$ cat src/logic/call_dispatch_defs.vh
// Constants for the supervisory call dispatcher and processor flag register
`ifndef CALL_DISPATCH_DEFS_VH
`define CALL_DISPATCH_DEFS_VH

`define CALL_OPCODE          8'h00
`define FLAGS_ADDR           8'hF7
`define FLAGS_RESET          8'h02
`define FLAGS_WRITE_MASK     8'hD7
`define FLAG_PAGE_HI         7
`define FLAG_PAGE_LO         6
`define FLAG_BANK            4
`define FLAG_CARRY           2
`define FLAG_ZERO            1
`define FLAG_GIE             0
`define FLAGOP_NONE          2'h0
`define FLAGOP_AND           2'h1
`define FLAGOP_OR            2'h2
`define FLAGOP_XOR           2'h3

`define FN_SOFT_BOOT         8'h00
`define FN_BLOCK_FETCH       8'h01
`define FN_BLOCK_PROGRAM     8'h02
`define FN_BLOCK_CLEAR       8'h03
`define FN_TABLE_FETCH       8'h06
`define FN_SUM               8'h07
`define FN_FIRST_TRIM        8'h08
`define FN_SECOND_TRIM       8'h09
`define FN_PROGRAM_VERIFY    8'h0A
`define FN_HARD_REBOOT       8'h0F

`define PB_FIRST_CALL_KEY              8'hF8
`define PB_SECOND_CALL_KEY              8'hF9
`define PB_BLOCK             8'hFA
`define PB_POINTER           8'hFB
`define PB_CLOCK             8'hFC
`define PB_DELAY             8'hFE
`define FIRST_CALL_KEY_VALUE           8'h3A
`define SECOND_CALL_KEY_SP_OFFSET       8'h03

`define RC_SUCCESS           8'h00
`define RC_PROTECTED         8'h01
`define RC_SOFT_RESET        8'h02
`define RC_FATAL             8'h03

`define SRAM_PAGE0           3'h0
`define PROT_READ            0
`define PROT_WRITE           1

`endif

$ cat src/logic/processor_flags_reg.v
// Processor flag register with flag-logic updates, call save and restore
`default_nettype none
`include "call_dispatch_defs.vh"

module processor_flags_reg (
    input  wire       core_clk,
    input  wire       rst,
    input  wire [1:0] flagOp,
    input  wire [7:0] flagImm,
    input  wire       regWrEn,
    input  wire [7:0] regWrAddr,
    input  wire [7:0] regWrData,
    input  wire       aluUpdate,
    input  wire       aluCarry,
    input  wire       aluZero,
    input  wire       irqTaken,
    input  wire       callSave,
    input  wire       callRestore,
    output wire [7:0] flags
);

    reg [7:0] flags_q;
    reg [7:0] flags_d;
    reg [7:0] saved_q;

    assign flags = flags_q;

    always @*
    begin
        flags_d = flags_q;
        case (flagOp)
            `FLAGOP_AND: flags_d = flags_q & flagImm;
            `FLAGOP_OR:  flags_d = flags_q | flagImm;
            `FLAGOP_XOR: flags_d = flags_q ^ flagImm;
            default:     flags_d = flags_q;
        endcase
        if (regWrEn && regWrAddr == `FLAGS_ADDR)
        begin
            flags_d = regWrData;
        end
        if (aluUpdate)
        begin
            flags_d[`FLAG_CARRY] = aluCarry;
            flags_d[`FLAG_ZERO]  = aluZero;
        end
        if (irqTaken)
        begin
            flags_d[`FLAG_GIE] = 1'b0;
        end
        if (callSave)
        begin
            flags_d[`FLAG_PAGE_HI] = 1'b0;
            flags_d[`FLAG_PAGE_LO] = 1'b0;
        end
        if (callRestore)
        begin
            flags_d = saved_q;
        end
        // Reserved bits hold zero
        flags_d = flags_d & `FLAGS_WRITE_MASK;
    end

    always @(posedge core_clk or posedge rst)
    begin
        if (rst)
        begin
            flags_q <= `FLAGS_RESET;
            saved_q <= `FLAGS_RESET;
        end
        else
        begin
            flags_q <= flags_d;
            if (callSave)
            begin
                saved_q <= flags_q;
            end
        end
    end

endmodule
`default_nettype wire

$ cat src/logic/supervisory_call_dispatch.v
// Supervisory call dispatcher: function decode, key check, return code
`default_nettype none
`include "call_dispatch_defs.vh"

module supervisory_call_dispatch (
    input  wire        core_clk,
    input  wire        rst,
    input  wire        instrValid,
    input  wire [7:0]  instrOpcode,
    input  wire [15:0] instrPc,
    input  wire [7:0]  accumulator,
    input  wire [7:0]  stackPointer,
    input  wire [1:0]  flagOp,
    input  wire [7:0]  flagImm,
    input  wire        regWrEn,
    input  wire [7:0]  regWrAddr,
    input  wire [7:0]  regWrData,
    input  wire        aluUpdate,
    input  wire        aluCarry,
    input  wire        aluZero,
    input  wire        irqRequest,
    input  wire        irqPushDone,
    input  wire [7:0]  indirectReadPage,
    input  wire [7:0]  indirectWritePage,
    input  wire        fnDone,
    input  wire        fnSoftReset,
    input  wire        fnFatal,
    input  wire [7:0]  fnResultData,
    input  wire [1:0]  blockProtect,
    output wire [7:0]  flags,
    output wire [1:0]  ramPagingSelect,
    output wire        registerBankSelect,
    output wire        globalInterruptEnable,
    output wire        irqAccept,
    output reg         callBusy,
    output reg         cpuHalt,
    output reg         hardReboot,
    output reg         softReboot,
    output reg         fnStart,
    output reg  [7:0]  fnCode,
    output reg  [7:0]  bufferPage,
    output reg         pbWrEn,
    output reg  [7:0]  pbWrAddr,
    output reg  [7:0]  pbWrData,
    output reg         resumeValid,
    output reg  [15:0] resumePc
);

    // ****************************************
    // Function decode
    // ****************************************
    localparam ST_IDLE = 2'd0;
    localparam ST_RUN  = 2'd1;
    localparam ST_HALT = 2'd2;

    reg [1:0] state_q;
    reg [7:0] pbKey1_q;
    reg [7:0] pbKey2_q;

    function isDefined;
        input [7:0] code;
        begin
            isDefined = (code == `FN_SOFT_BOOT) || (code == `FN_BLOCK_FETCH)
                || (code == `FN_BLOCK_PROGRAM) || (code == `FN_BLOCK_CLEAR)
                || (code == `FN_TABLE_FETCH) || (code == `FN_SUM)
                || (code == `FN_FIRST_TRIM) || (code == `FN_SECOND_TRIM)
                || (code == `FN_PROGRAM_VERIFY) || (code == `FN_HARD_REBOOT);
        end
    endfunction

    function isBlockOp;
        input [7:0] code;
        begin
            isBlockOp = (code == `FN_BLOCK_FETCH) || (code == `FN_BLOCK_PROGRAM)
                || (code == `FN_BLOCK_CLEAR) || (code == `FN_PROGRAM_VERIFY);
        end
    endfunction

    function hasReturnCode;
        input [7:0] code;
        begin
            hasReturnCode = (code != `FN_SUM) && (code != `FN_TABLE_FETCH);
        end
    endfunction

    // ****************************************
    // Parameter block keys
    // ****************************************
    // Keys are snooped from register writes in any page so the check needs no SRAM read port
    always @(posedge core_clk or posedge rst)
    begin
        if (rst)
        begin
            pbKey1_q <= `RC_SUCCESS;
            pbKey2_q <= `RC_SUCCESS;
        end
        else
        begin
            if (regWrEn && regWrAddr == `PB_FIRST_CALL_KEY)
            begin
                pbKey1_q <= regWrData;
            end
            // Return code lands in the first key, so a repeat call needs fresh keys
            else if (pbWrEn && pbWrAddr == `PB_FIRST_CALL_KEY)
            begin
                pbKey1_q <= pbWrData;
            end
            if (regWrEn && regWrAddr == `PB_SECOND_CALL_KEY)
            begin
                pbKey2_q <= regWrData;
            end
        end
    end

    wire callIssue = instrValid && (instrOpcode == `CALL_OPCODE) && (state_q == ST_IDLE);
    wire key1Ok    = (pbKey1_q == `FIRST_CALL_KEY_VALUE);
    // second key from stack pointer
    // Stack pointer is live, so the match is only valid at the call edge
    wire key2Ok    = (pbKey2_q == stackPointer + `SECOND_CALL_KEY_SP_OFFSET);
    wire skipKeys  = (accumulator == `FN_SOFT_BOOT);
    wire blockProt = (fnCode == `FN_BLOCK_FETCH) ? blockProtect[`PROT_READ] : blockProtect[`PROT_WRITE];

    // ****************************************
    // Flags
    // ****************************************
    // Save on the call edge itself, before any function step touches the flags
    wire callSave    = callIssue;
    // Protected block op ends the call at once, without waiting for the engine
    wire callRestore = (state_q == ST_RUN)
        && (fnDone || fnFatal || fnSoftReset || (isBlockOp(fnCode) && blockProt));

    processor_flags_reg flagsReg (
        .core_clk    (core_clk),
        .rst         (rst),
        .flagOp      (flagOp),
        .flagImm     (flagImm),
        .regWrEn     (regWrEn),
        .regWrAddr   (regWrAddr),
        .regWrData   (regWrData),
        .aluUpdate   (aluUpdate),
        .aluCarry    (aluCarry),
        .aluZero     (aluZero),
        .irqTaken    (irqPushDone),
        .callSave    (callSave),
        .callRestore (callRestore),
        .flags       (flags)
    );

    assign ramPagingSelect       = flags[`FLAG_PAGE_HI:`FLAG_PAGE_LO];
    assign registerBankSelect    = flags[`FLAG_BANK];
    assign globalInterruptEnable = flags[`FLAG_GIE];
    // request gated by enable
    // No interrupt is accepted while a call runs, as both need the idle state; a call and an interrupt can still both fire in the same idle cycle
    assign irqAccept = instrValid && irqRequest && flags[`FLAG_GIE] && (state_q == ST_IDLE);

    // ****************************************
    // Dispatcher
    // ****************************************
    always @(posedge core_clk or posedge rst)
    begin
        if (rst)
        begin
            state_q     <= ST_IDLE;
            callBusy    <= 1'b0;
            cpuHalt     <= 1'b0;
            hardReboot  <= 1'b0;
            softReboot  <= 1'b0;
            fnStart     <= 1'b0;
            fnCode      <= `FN_SOFT_BOOT;
            bufferPage  <= 8'h00;
            pbWrEn      <= 1'b0;
            pbWrAddr    <= `PB_FIRST_CALL_KEY;
            pbWrData    <= `RC_SUCCESS;
            resumeValid <= 1'b0;
            resumePc    <= 16'h0000;
        end
        else
        begin
            fnStart     <= 1'b0;
            pbWrEn      <= 1'b0;
            resumeValid <= 1'b0;
            hardReboot  <= 1'b0;
            softReboot  <= 1'b0;
            case (state_q)
                ST_IDLE:
                begin
                    if (callIssue)
                    begin
                        fnCode   <= accumulator;
                        resumePc <= instrPc + 16'h0001;
                        bufferPage <= (accumulator == `FN_BLOCK_FETCH) ? indirectWritePage : indirectReadPage;
                        if (!isDefined(accumulator))
                        begin
                            state_q <= ST_HALT;
                            cpuHalt <= 1'b1;
                        end
                        else if (!skipKeys && !(key1Ok && key2Ok))
                        begin
                            state_q <= ST_HALT;
                            cpuHalt <= 1'b1;
                        end
                        // Reboot leaves no return code, a reset follows
                        else if (accumulator == `FN_HARD_REBOOT)
                        begin
                            hardReboot <= 1'b1;
                            state_q    <= ST_HALT;
                        end
                        else
                        begin
                            state_q  <= ST_RUN;
                            callBusy <= 1'b1;
                            fnStart  <= 1'b1;
                        end
                    end
                end
                ST_RUN:
                begin
                    if (callRestore)
                    begin
                        state_q  <= ST_IDLE;
                        callBusy <= 1'b0;
                        pbWrEn   <= 1'b1;
                        pbWrAddr <= `PB_FIRST_CALL_KEY;
                        // return code values
                        // Fatal still restores flags, but the core stays halted
                        if (fnFatal)
                        begin
                            pbWrData <= `RC_FATAL;
                            cpuHalt  <= 1'b1;
                            state_q  <= ST_HALT;
                        end
                        else if (isBlockOp(fnCode) && blockProt)
                        begin
                            pbWrData <= `RC_PROTECTED;
                        end
                        else if (fnSoftReset)
                        begin
                            pbWrData   <= `RC_SOFT_RESET;
                            softReboot <= 1'b1;
                        end
                        else if (!hasReturnCode(fnCode))
                        begin
                            pbWrData <= fnResultData;
                        end
                        else
                        begin
                            pbWrData <= `RC_SUCCESS;
                        end
                        if (!fnFatal && !fnSoftReset)
                        begin
                            resumeValid <= 1'b1;
                        end
                    end
                end
                default:
                begin
                    // Halt is left only by reset
                    state_q <= ST_HALT;
                end
            endcase
        end
    end

endmodule
`default_nettype wire

$ cat config.mk
export PLATFORM = sky130hd
export DESIGN_NAME = supervisory_call_dispatch
export DESIGN_NICKNAME = d
export VERILOG_FILES = /design/src/logic/processor_flags_reg.v /design/src/logic/supervisory_call_dispatch.v
export VERILOG_INCLUDE_DIRS = /design/src /design/src/logic
export SDC_FILE = /design/constraint.sdc
export NUM_CORES = 1
export LEC_CHECK = 0
export BUFFER_PORTS_ARGS = -buffer_cell sky130_fd_sc_hd__buf_4
export CORE_MARGIN = 10
export CORE_UTILIZATION = 30
export CTS_BUF_LIST = sky130_fd_sc_hd__clkbuf_16
export DETAILED_ROUTE_END_ITERATION = 7
export MAX_ROUTING_LAYER = met4
export PLACE_DENSITY = 0.58
export SLEW_MARGIN = 30
export SYNTH_ARGS = -nofsm -noshare
export SYNTH_HDL_FRONTEND = slang
export SYNTH_HIERARCHICAL = 1
export SYNTH_SLANG_ARGS = --single-unit
$ cat constraint.sdc
create_clock -name core_clk -period 3.6 [get_ports core_clk]
set_input_delay 0.72 -clock core_clk [delete_from_list [all_inputs] [get_ports core_clk]]
set_output_delay 0.72 -clock core_clk [all_outputs]
set_load 0.01 [all_outputs]
# Yosys cells after proc, flatten, opt, wreduce, memory -nomap -nowiden
# Index checks and enable logic that the tools add are counted.
word_totals:
  reg_bits: 77
  latchBits: 0
  mem_bits_rw: 0
  mem_bits_ro: 0
  inputBits: 104
  output_inout_bits: 68
  elab_cells: 155
  memories: 0
op_classes:
  addsub: 2
  multipliers: 0
  div_mod_pow: 0
  n_lt_le_gt_ge: 0
  eq_ne: 31
  n_shift: 0
  n_mux: 53
  bitwise: 3
  reduce_logical: 47
ops:
  columns: ["op", "count"]
  rows:
  - ["$mux W8", 9]
  - ["$eq A8 B4 Y1 const B", 5]
  - ["$eq A8 B2 Y1 const B", 4]
  - ["$mux W1", 32]
  - ["$eq A8 B8 Y1 const B", 3]
  - ["$pmux W8 S3", 1]
  - ["$reduce_bool A6 Y1", 3]
  - ["$add A16 B1 Y16 const B", 1]
  - ["$eq A8 B1 Y1 const B", 2]
  - ["$eq A8 B3 Y1 const B", 2]
  - ["$logic_not A8 Y1", 2]
  - ["$mux W2", 8]
  - ["$ne A8 B3 Y1 const B", 2]
  - ["$logic_or A1 B1 Y1", 15]
  - ["$logic_and A1 B1 Y1", 14]
  - ["$ne A2 B2 Y1 const B", 5]
  - ["$add A8 B2 Y8 const B", 1]
  - ["$and A8 B8 Y8", 1]
  - ["$eq A8 B6 Y1 const B", 1]
  - ["$eq A8 B8 Y1", 1]
  - ["$or A8 B8 Y8", 1]
  - ["$xor A8 B8 Y8", 1]
  - ["$reduce_and A2 Y1", 3]
  - ["$reduce_and A6 Y1", 1]
  - ["11 further kinds", 18]

# Depth between registers and ports, before layout
# Gate-level depths: netlist of run 1.
logic_depth:
  depth_word: 13
  ltp_mapped: 10
  ltp_nobuf: 9

# Cells and area by module
# The synthesis of run 1 kept the hierarchy.
modules_own_cells:
  columns: ["mod", "instances", "cells_each", "area_per_inst_um2", "seq_area_each_um2"]
  rows:
  - ["supervisory_call_dispatch", 1, 343, 3410.8, 1626.6]
  - ["processor_flags_reg", 1, 116, 1029.7, 302.8]

# Worst setup path before layout of run 1
# Ideal clock, no wire load.
synth_timing:
  path_kind: "flip-flop to flip-flop"
  from: "register fnCode[4]"
  to: "register flagsReg.flags_q[6] (netlist: flagsReg/flags[6])"
  setup_ps: 130
  t_arrival_ps: 2315
  required_ps: 3470
  slack_ps: 1156
  path_stages_with_launch: 11
  path_buffers: 2
  period_less_slack_ps: 2444
  path_cell_list: "dfrtp_1 -> or4_4 -> nor2_2 -> a21oi_2 -> a21o_1 -> buf_2 -> inv_1 -> clkbuf_1 -> nor2_1 -> a32oi_1 -> a21oi_1"
synth_via:
  elab_chain_len: 8
  elab_cells_between_ends: 13
  cone_classes: "eq/ne: 4; mux: 2; reduce/logical: 7"
synth_lines:
  columns: ["item", "line", "text"]
  rows:
  - ["start, declared", "supervisory_call_dispatch.v:40", "output reg [7:0] fnCode,"]
  - ["start signal, assigned", "supervisory_call_dispatch.v:169", "fnCode <= `FN_SOFT_BOOT;"]
  - ["start signal, assigned", "supervisory_call_dispatch.v:189", "fnCode <= accumulator;"]
  - ["$eq A8 B1 Y1 (no line) or $eq A8 B2 Y1 (tied branches)", null, null]
  - ["$logic_or A1 B1 Y1 (3 in series)", "supervisory_call_dispatch.v:74", "isBlockOp = (code == `FN_BLOCK_FETCH) || (code == `FN_BLOCK_PROGRAM)"]
  - ["$logic_and A1 B1 Y1 *", "supervisory_call_dispatch.v:130", "&& (fnDone || fnFatal || fnSoftReset || (isBlockOp(fnCode) && blockProt));"]
  - ["$logic_or A1 B1 Y1 *", "supervisory_call_dispatch.v:130", null]
  - ["$logic_and A1 B1 Y1 *", "supervisory_call_dispatch.v:130", null]
  - ["named net callRestore", "supervisory_call_dispatch.v:129", "wire callRestore = (state_q == ST_RUN)"]
  - ["$reduce_bool A6 Y1 (no line) or $mux W8 (tied branches)", null, null]
  - ["end signal, assigned", "processor_flags_reg.v:67", "flags_q <= `FLAGS_RESET;"]
  - ["end signal, assigned", "processor_flags_reg.v:72", "flags_q <= flags_d;"]
  - ["end, declared", "processor_flags_reg.v:22", "reg [7:0] flags_q;"]
# The timed path passes the listed nets; every way through them passes the cells marked *.
# A chain may end at the register's enable or synchronous reset.

# Worst setup path in the final report of run 1
layout_timing:
  from: "input blockProtect[0]"
  to: "register flagsReg.flags_q[1] (netlist: flagsReg/flags[1])"
layout_via:
  elab_chain_len: 5
  elab_cells_between_ends: 6
  cone_classes: "mux: 2; reduce/logical: 4"
layout_lines:
  columns: ["item", "line", "text"]
  rows:
  - ["start, declared", "supervisory_call_dispatch.v:29", "input wire [1:0] blockProtect,"]
  - ["$mux W1 *", "supervisory_call_dispatch.v:121", "wire blockProt = (fnCode == `FN_BLOCK_FETCH) ? blockProtect[`PROT_READ] : blockProtect[`PROT_WRITE];"]
  - ["$logic_and A1 B1 Y1 *", "supervisory_call_dispatch.v:130", null]
  - ["$logic_or A1 B1 Y1 *", "supervisory_call_dispatch.v:130", null]
  - ["$logic_and A1 B1 Y1 *", "supervisory_call_dispatch.v:130", null]
  - ["named net callRestore", "supervisory_call_dispatch.v:129", null]
  - ["$reduce_bool A6 Y1 (no line) or $mux W8 (tied branches)", null, null]
# Marked as above.

==> qor.csv, run 1 <==
metric,value,unit
TritonRoute pass-1 iters,4,
Pwr Total,2.32,mW
antenna violations before repair,0,
R2R setup slack,1.07,ns
Yosys top cell area share,0.423,
Area Growth Syn to Fin,36.9,%
Die ar.,0.0201,sq mm
main flop type after synthesis,dfrtp_1,
Setup crit start kind,primary input,
vias,3999,
CTS Root Cell,clkbuf_16,
Most Crowded Layer GR,met2,
Die Ht,142,microns
Netlist Area Pre-Place,0.00444,sq mm
met2 Use GR,0.226,
Starting DRT DRC Count,119,
worst-case reg-to-reg path depth,9,
Slew @ Worst Pin,0.740,ns
final hold vios,0,
Resized Gates After CTS,0,
total detailed-routing wirelength,14000,microns
Critical Path Slowest Stage Cell,or3_1,
worst-path fanout max,13,
Worst Path Arrival,2.85,ns
crit-path cells,buf_4 -> a21oi_1 -> nor2_2 -> a21oi_2 -> a21o_1 -> inv_1 -> or3_1 -> nor4_1 -> a41oi_1 -> a22o_2,
largest vdd supply drop,213,uV
Max stage delay on crit path,0.41,ns
largest family of logic cells by synthesized area,simple AND/OR/NAND/NOR gates,
core area,0.0145,sq mm
H-tree Lvls,3,
Crit path required time,3.86,ns
Int Pwr,1.73,mW
CP Capture Type,flop,
Yosys reg bits,77,
Crit Path Class,in -> reg,
synth top area cells,"dfrtp_1 (42%), mux2_2 (5.6%), o21ai_0 (5.0%), nand2_1 (4.8%), ha_1 (3.9%)",
number of fill cells,1455,
Switch Pwr,589,uW
# IOs,172,
first-pass GRT wire length,22000,microns
routing usage on met3,0.0651,
largest net degree at the start of global routing,51,
clk_skew,0.00800,ns
post-synthesis compound-gate area fraction,0.133,
multiplexer area fraction after synthesis,0.100,
Clock Power Share,0.415,
final setup violating endpoints,0,
post-route ant nets,0,
Site Rows,44,
sequential share of power,0.418,
xor/xnor cell area share of the yosys netlist,0.0394,
Post-synth EDFFs,0,
Clock Path Buffers,2,
Final GP Congestion,0.883,
status,finished clean,
Hold Buf Count CTS,0,
number of global-route vias before repair,4292,
number of buffers added on ports,159,
Slew HR,0.503,
PD cells,381,mW/mm^2
Cell variety after synth,58,
min cycle time layout,2.59,ns
Slew Limit Fails,0,
Mean Syn Cell Area,9.67,sq um
max-cap check violation count,0,
TritonCTS Buffers,9,
vias per cell,4.99,
Nets,731,
"commonest non-fill, non-tap cell in the layout",buf_4,
FMAX,387,MHz
Initial Util,0.306,
Skew-Pair Late Insertion Delay,0.34,ns
hold_ws,0.409,ns
Hold WC Path Type,in -> async,
Cells after DPL,786,
die width,142,microns
Syn. warnings,6,
ys async rst share,1.00,
total global-route track usage,0.141,
CTS tree,built,
final non-filler cell total,802,
GRT met1 Usage,0.153,
grt ovf,0,
CP startpoint,blockProtect[0],
area share of fa/ha/maj cells after synthesis,0.0394,
crit share post-route,0.718,
Synth area leader,dfrtp_1,
Post-Synth Simple-Gate Area,0.190,
RR Startpoint,fnCode[4]$_DFFE_PP0P_,
dpl hpwl,11500,microns
diode count,0,
most frequent cells in the layout,"buf_4 (165), dfrtp_1 (75), nand2_1 (57), o21ai_0 (44), inv_1 (26)",
Leakage Power,3.03,nW
RSZ-0062 raised after global routing,false,
setup TNS,0,ns
sequential area share after synthesis,0.434,
clk slew on worst S/H paths,0.06,ns
WL/cell,17.4,microns
switching share of power,0.254,
number of remaining DRC errors,0,
post-synthesis cell count,459,
Combinational Power Share,0.168,
Reg2Reg Capture Point,flagsReg/flags[2]$_DFFE_PP0P_,
"Setup Fix Bufs, Post-CTS",0,
final core utilization,0.418,
Clock Sinks,77,
layout cells sized above 1,0.358,
## metrics by stage
stage / setup WS [ns] / instance area (sq um)
6_report: 1.01 / 6080
5_1_grt: 0.841 / 6080
4_1_cts: 1.01 / 6080
3_5_place_dp: 0.653 / 5760
3_3_place_gp: 0.736 / 5760
2_1_floorplan: 1.16 / 4470
## flip-flops by register name, indices dropped and copies added (netlist names)
register and cells:
callBusy 1, cpuHalt 1, resumePc 16, hardReboot 1
bufferPage 8, resumeValid 1, state_q 2, flagsReg/saved_q 6
flagsReg/flags 6, pbKey2_q 8, pbKey1_q 8, fnCode 8
pbWrData 8, pbWrEn 1, fnStart 1, softReboot 1
## how the worst max path moves through the flow
stage | end | depth (start not counted)
after floorplan | flagsReg/flags[6]$_DFFE_PP0P_ | 10
after global placement | flagsReg/flags[2]$_DFFE_PP0P_ | 10
after detailed placement | flagsReg/flags[1]$_DFFE_PP1P_ | 10
after CTS | flagsReg/flags[1]$_DFFE_PP1P_ | 10
after global routing | flagsReg/flags[1]$_DFFE_PP1P_ | 10
final | flagsReg/flags[1]$_DFFE_PP1P_ | 10
## cell usage after synthesis (3+ instances only)
library cell / instances
nor4bb_1: 3
and3_1: 6
o2111ai_1: 3
mux2i_1: 17
or2_2: 3
nand4_1: 12
nor3_1: 5
a22o_1: 7
nor4_1: 14
ha_1: 14
dfrtp_1: 75
clkbuf_1: 10
buf_4: 14
or4_4: 3
inv_1: 26
nand3_1: 7
conb_1: 3
nor2_1: 14
o211ai_1: 3
and2b_1: 3
nor2b_1: 11
mux2_2: 22
or3_1: 4
xor2_1: 12
and2_1: 3
nand2_1: 57
a21oi_1: 14
o21ai_0: 44
xnor2_1: 8
## cell families after synthesis
logic type,after synthesis
AND/OR/NAND/NOR,156
AO/OA/AOI/OAI,94
other,3
adder cells (fa/ha/maj),14
XOR/XNOR,20
buffers and inverters,55
multiplexers,40
flip-flops,77
## area by class of cell
type	instances	area, sq um	share of cell area
Clock buffer	9	225	0.0370
Timing Repair Buffer	165	1240	0.204
Tap cell	184	230	0.0379
Multi-Input combinational cell	334	2270	0.373
Clock inverter	7	91.3	0.0150
Sequential cell	77	1930	0.317
Inverter	26	97.6	0.0161
## per-layer routing
metal,share of wire,vias up
li1,-,1919
met1,0.41,1908
met2,0.48,154
met3,0.10,18
met4,0.016,0
met5,0,-
## critical path, delay by kind of cell
kind / cells / cell delay, ns
compound gates: 5 / 1.06
simple gates: 3 / 0.72
buf+inv: 2 / 0.35
## power by group through the flow
stage	combinational (mW)	clock (mW)	sequential, mW
final	0.388	0.961	0.967
after global routing	0.435	1.03	0.976
after CTS	0.396	0.997	0.968
after detailed placement	0.395	0	0.983
after global placement	0.386	0	0.980
after floorplan	0.178	0	0.984
Note: power is estimated with default switching activity, not from simulation.
==> run 2: changes to the inputs <==
--- a/config.mk
+++ b/config.mk
@@ -6,13 +6,14 @@
 export SDC_FILE = /design/constraint.sdc
 export NUM_CORES = 1
 export LEC_CHECK = 0
+export ABC_AREA = 1
 export BUFFER_PORTS_ARGS = -buffer_cell sky130_fd_sc_hd__buf_4
 export CORE_MARGIN = 10
 export CORE_UTILIZATION = 30
 export CTS_BUF_LIST = sky130_fd_sc_hd__clkbuf_16
 export DETAILED_ROUTE_END_ITERATION = 7
 export MAX_ROUTING_LAYER = met4
-export PLACE_DENSITY = 0.58
+export PLACE_DENSITY = 0.57
 export SLEW_MARGIN = 30
 export SYNTH_ARGS = -nofsm -noshare
 export SYNTH_HDL_FRONTEND = slang
==> constraint.sdc (replaced) <==
create_clock -name core_clk -period 2.5 [get_ports core_clk]
set_input_delay 0.5 -clock core_clk [delete_from_list [all_inputs] [get_ports core_clk]]
set_output_delay 0.5 -clock core_clk [all_outputs]
set_load 0.01 [all_outputs]
==> run 2 against run 1 <==
Compared with the run above:
- clock skew fell by 0.0016 ns
- cell area increased by 4.9%
- area after synthesis up 6.3%
- critical endpoint is now flagsReg/flags[2]$_DFFE_PP0P_
==> qor.csv, run 2 <==
metric,value,unit
final hold vios,0,
Mean Syn Cell Area,7.25,sq um
antenna violations before repair,0,
largest net degree at the start of global routing,48,
"commonest non-fill, non-tap cell in the layout",nand2_1,
Yosys reg bits,77,
Post-synth EDFFs,0,
Slew HR,0.592,
Nets,927,
Leakage Power,3.43,nW
Die Ht,145,microns
Slew @ Worst Pin,0.611,ns
max FFs per register,16,
largest register by flop count,resumePc,
final core utilization,0.416,
die width,145,microns
# IOs,172,
Slew Limit Fails,0,
clk_skew,0.00640,ns
clk slew on worst S/H paths,0.06,ns
CP Capture Type,flop,
most frequent cells in the layout,"nand2_1 (176), buf_4 (165), inv_1 (94), dfrtp_1 (75), nor2_1 (58)",
vias per cell,4.38,
TritonRoute pass-1 iters,4,
dpl hpwl,11800,microns
FMAX,493,MHz
Clock Sinks,77,
Initial Util,0.308,
area share of fa/ha/maj cells after synthesis,0.0371,
Netlist Area Pre-Place,0.00472,sq mm
Synth area leader,dfrtp_1,
setup TNS,0,ns
Yosys top cell area share,0.398,
ys async rst share,1.00,
area of the multi-input gates,0.00227,sq mm
"Setup Fix Bufs, Post-CTS",0,
Post-Synth Simple-Gate Area,0.323,
CTS tree,built,
post-route ant nets,0,
number of global-route vias before repair,4732,
TritonCTS Buffers,9,
synth cell count leaders,"nand2_1 (176), inv_1 (94), dfrtp_1 (75)",
Starting DRT DRC Count,236,
core area,0.0153,sq mm
synth top area cells,"dfrtp_1 (40%), nand2_1 (14%), inv_1 (7.5%), nand3_1 (5.5%), nor2_1 (4.6%)",
Worst Path Arrival,2.26,ns
Final GP Congestion,0.875,
status,finished clean,
vias,4493,
max-cap check violation count,0,
Reg area,0.00193,sq mm
crit share post-route,0.812,
Crit Path Class,reg -> reg,
Skew-Pair Late Insertion Delay,0.34,ns
CTS Root Cell,clkbuf_16,
grt ovf,0,
largest family of logic cells by synthesized area,simple AND/OR/NAND/NOR gates,
Hold WC Path Type,in -> async,
multiplexer area fraction after synthesis,0,
number of fill cells,1650,
Die ar.,0.0212,sq mm
xor/xnor cell area share of the yosys netlist,0.0130,
total detailed-routing wirelength,14500,microns
Cell variety after synth,46,
number of buffers added on ports,159,
number of remaining DRC errors,0,
post-synthesis cell count,651,
Hold Buf Count CTS,0,
sequential area share after synthesis,0.409,
H-tree Lvls,3,
Area Growth Syn to Fin,35.1,%
largest vdd supply drop,230,uV
top-count cell post-synth,nand2_1,
Resized Gates After CTS,0,
WL/cell,14.1,microns
total global-route track usage,0.141,
min cycle time layout,2.03,ns
Clock Path Buffers,2,
worst-path fanout max,10,
main flop type after synthesis,dfrtp_1,
final setup violating endpoints,0,
PD cells,461,mW/mm^2
Syn. warnings,6,
Crit path required time,2.73,ns
Site Rows,45,
diode count,0,
post-synthesis compound-gate area fraction,0.100,
Setup crit start kind,flop,
first-pass GRT wire length,23700,microns
RSZ-0062 raised after global routing,false,
layout cells sized above 1,0.258,
==> run 2: changes by cell type in the layout (fill, tap and decap cells not counted), sizes merged, moves of 8 or more <==
cell,previous run,this run
xor2,12,3
mux2i,17,0
nand2,57,178
o21ai,44,58
inv,27,101
nor2b,12,0
nor4,14,2
mux2,22,0
nor2,16,65
a22o,8,0
nand3,7,56
==> run 2: where the power goes <==
group | switching (mW) | total [mW] | internal (mW)
combinational | 0.228 | 0.440 | 0.212
clock | 0.535 | 1.20 | 0.667
sequential | 0.0265 | 1.30 | 1.27
total | 0.789 | 2.94 | 2.15
==> run 2: routing by layer <==
layer / global-route usage / vias up / part of all wire
met5: - / - / 0
met2: 0.213 / 131 / 0.44
met1: 0.172 / 1964 / 0.47
li1: - / 2379 / -
met3: 0.0466 / 19 / 0.065
met4: 0.0485 / 0 / 0.020
==> run 2: final timing paths <==
path | depth (start not counted) | from | slack [ns] | end
hold / removal | 2 | rst | 0.20 | flagsReg/saved_q[0]$_DFFE_PP0P_
setup reg to reg | 11 | fnCode[1]$_DFFE_PP0P_ | 0.47 | flagsReg/flags[2]$_DFFE_PP0P_
min in group core_clk | 3 | fnResultData[4] | 0.39 | pbWrData[4]$_DFFE_PP0P_
max in group asynchronous | 3 | rst | 1.62 | pbWrData[2]$_DFFE_PP0P_
setup / recovery | 11 | fnCode[1]$_DFFE_PP0P_ | 0.47 | flagsReg/flags[2]$_DFFE_PP0P_
hold reg to reg | 1 | cpuHalt$_DFFE_PP0P_ | 0.47 | cpuHalt$_DFFE_PP0P_
==> run 2: per-stage QoR <==
step / power (mW) / hold slack [ns] / setup slack, ns / instances / area [sq um]
after floorplan: 1.54 / 0.363 / 0.374 / 658 / 4750
after global placement: 1.76 / 0.451 / 0.352 / 1009 / 6110
after detailed placement: 1.77 / 0.458 / 0.325 / 1009 / 6110
after CTS: 2.98 / 0.214 / 0.416 / 1025 / 6380
after global routing: 3.09 / 0.241 / 0.175 / 1025 / 6380
final: 2.94 / 0.203 / 0.470 / 1025 / 6380
==> run 2: cells by family (layout without fill, tap and decap cells) <==
| kind of cell | after synthesis | count (layout) |
|---|---|---|
| XOR/XNOR | 7 | 7 |
| buffers and inverters | 128 | 284 |
| adder cells (fa/ha/maj) | 14 | 14 |
| AO/OA/AOI/OAI | 86 | 86 |
| other | 3 | 10 |
| flip-flops | 77 | 77 |
| AND/OR/NAND/NOR | 336 | 336 |
==> run 2: area by class of cell <==
cell class	instances	area share
clock buffers	9	0.0353
repair buffers	166	0.197
clock inverters	7	0.00667
well taps	211	0.0414
multi-input cells	453	0.357
inverters	102	0.0600
flip-flops and latches	77	0.303
==> run 2: critical path: stages, from the launching register on <==
cell and delay, ns:
dfrtp_1 0.41, inv_1 0.07, o2111ai_1 0.39, nand2_1 0.11, nand2_2 0.19, inv_1 0.20
nor2_1 0.15, nand3_1 0.13, nand2_1 0.10, clkinv_1 0.05, nand2_1 0.06, nand2_1 0.04
==> run 3: changes to the inputs <==
==> constraint.sdc (replaced) <==
create_clock -name core_clk -period 1.95 [get_ports core_clk]
set_input_delay 0.39 -clock core_clk [delete_from_list [all_inputs] [get_ports core_clk]]
set_output_delay 0.39 -clock core_clk [all_outputs]
set_load 0.01 [all_outputs]
==> run 3 against run 2 <==
Compared with the run above:
- total power increased by 38%
- wire length up 1.2%
- worst setup slack got worse by 0.26 ns
- count of clock-buffer cells in the layout unchanged
- combinational power rose by 29%
- critical path type unchanged
- highest routed layer unchanged
==> qor.csv, run 3 (same netlist as run 2, synthesis figures left out) <==
metric,value,unit
min cycle time layout,1.74,ns
final setup violating endpoints,0,
status,finished clean,
max FFs per register,16,
Crit path top cell by count,nand2_1,
H-tree Lvls,3,
PD cells,617,mW/mm^2
Slew Limit Fails,0,
Switch Pwr,1.03,mW
Die ar.,0.0212,sq mm
most frequent cells in the layout,"buf_4 (178), nand2_1 (176), inv_1 (92), dfrtp_1 (75), nor2_1 (58)",
Clock Path Buffers,2,
Clock Power Share,0.451,
# IOs,172,
largest vdd supply drop,333,uV
Slew HR,0.662,
dpl hpwl,11800,microns
Nets,943,
TritonCTS Buffers,9,
number of global-route vias before repair,4693,
Area Growth Syn to Fin,39.5,%
CP Capture Type,flop,
antenna violations before repair,0,
Die Ht,145,microns
"commonest non-fill, non-tap cell in the layout",buf_4,
grt ovf,0,
largest register by flop count,resumePc,
final hold vios,0,
vias,4557,
Final GP Congestion,0.842,
largest net degree at the start of global routing,59,
switching share of power,0.253,
clk_skew,0.00403,ns
first-pass GRT wire length,23500,microns
vias per cell,4.38,
number of remaining DRC errors,0,
Hold WC Path Type,in -> reg,
max-cap check violation count,0,
crit-path cells,inv_1 -> o2111ai_1 -> nand2_1 -> nand2_2 -> clkinvlp_4 -> nor2_1 -> nand3_1 -> nand2_1 -> clkinv_1 -> nand2_1 -> nand2_1,
Combinational Power Share,0.139,
Crit path required time,2.18,ns
post-route cell area,0.00659,sq mm
Skew-Pair Late Insertion Delay,0.34,ns
Critical Path Slowest Stage Cell,dfrtp_1,
die width,145,microns
Starting DRT DRC Count,274,
total global-route track usage,0.140,
FMAX,574,MHz
CTS tree,built,
worst-path fanout max,9,
RSZ-0062 raised after global routing,false,
number of buffers added on ports,159,
CTS Root Cell,clkbuf_16,
Initial Util,0.308,
crit share post-route,0.894,
Leakage Power,3.53,nW
Slew @ Worst Pin,0.507,ns
Placement Cell Area,0.00624,sq mm
Clock Sinks,77,
post-route ant nets,0,
Crit Path Class,reg -> reg,
core area,0.0153,sq mm
sequential share of power,0.410,
hold_ws,0.275,ns
Int Pwr,3.04,mW
Site Rows,45,
clk slew on worst S/H paths,0.06,ns
Setup crit start kind,flop,
Worst Path Arrival,1.97,ns
R2R setup slack,0.21,ns
diode count,0,
WL/cell,14.1,microns
Max stage delay on crit path,0.40,ns
TritonRoute pass-1 iters,4,
layout cells sized above 1,0.273,
total detailed-routing wirelength,14600,microns
[run 3: changes by cell type in the layout (fill, tap and decap cells not counted), moves of 2 or more]
cell / delta
inv_1: -2
buf_4: +13
buf_12: +2
bufinv_16: +2
clkinvlp_4: +2
clkinv_2: -2
[run 3: metrics by stage]
| step | utilization | power [mW] | std cells | TNS, ns | setup WS [ns] |
|---|---|---|---|---|---|
| 3_5_place_dp | 0.407 | 2.27 | 1022 | -0.125 | -0.0579 |
| 5_1_grt | 0.430 | 4.27 | 1041 | 0 | 0.0101 |
| 3_3_place_gp | 0.407 | 2.27 | 1022 | -0.0526 | -0.0268 |
| 6_report | 0.430 | 4.07 | 1041 | 0 | 0.208 |
| 2_1_floorplan | - | 1.98 | 658 | 0 | 0.197 |
| 4_1_cts | 0.429 | 4.13 | 1039 | 0 | 0.117 |
[run 3: worst paths after layout]
check,startpoint,end,depth (start not counted)
setup / recovery,fnCode[1]$_DFFE_PP0P_,flagsReg/flags[2]$_DFFE_PP0P_,11
hold / removal,fnResultData[7],pbWrData[7]$_DFFE_PP0P_,3
setup reg to reg,fnCode[1]$_DFFE_PP0P_,flagsReg/flags[2]$_DFFE_PP0P_,11
hold reg to reg,cpuHalt$_DFFE_PP0P_,cpuHalt$_DFFE_PP0P_,1
max in group asynchronous,rst,pbKey2_q[0]$_DFFE_PP0P_,4
min in group asynchronous,rst,bufferPage[2]$_DFFE_PP0P_,3
[run 3: cell type report]
class	instances	area, sq um
well taps	211	264
fillers	1667	8730
multi-input cells	453	2270
flip-flops and latches	77	1930
repair buffers	182	1410
clock inverters	7	97.6
clock buffers	9	225
inverters	102	390
[run 3: worst max-delay path, delay by kind of cell, from the launching register on]
kind                   cells  cell delay, ns
and+or+nand+nor            7            0.67
DFF                        1            0.40
buffers and inverters      3            0.32
AOI/OAI and AO/OA          1            0.25
[run 3: power by group through the flow]
stage | logic [mW] | registers (mW) | clock network, mW
floorplan | 0.287 | 1.69 | 0
global placement | 0.570 | 1.70 | 0
detailed placement | 0.573 | 1.70 | 0
CTS | 0.576 | 1.67 | 1.89
global route | 0.648 | 1.67 | 1.95
finish | 0.566 | 1.67 | 1.83
[run 3: layer usage]
layer	share of wire	vias up	global-route usage
li1	-	2406	-
met1	0.47	2006	0.172
met3	0.073	12	0.0472
met2	0.45	133	0.214
met5	0	-	-
met4	0.010	0	0.0384
[run 3: repair_timing]
action | CTS | global route
setup buffers | 0 | 2
hold buffers | 1 | 0
hold endpoints to repair | 7 | 0
resized for setup | 0 | 1
setup endpoints to repair | 0 | 3
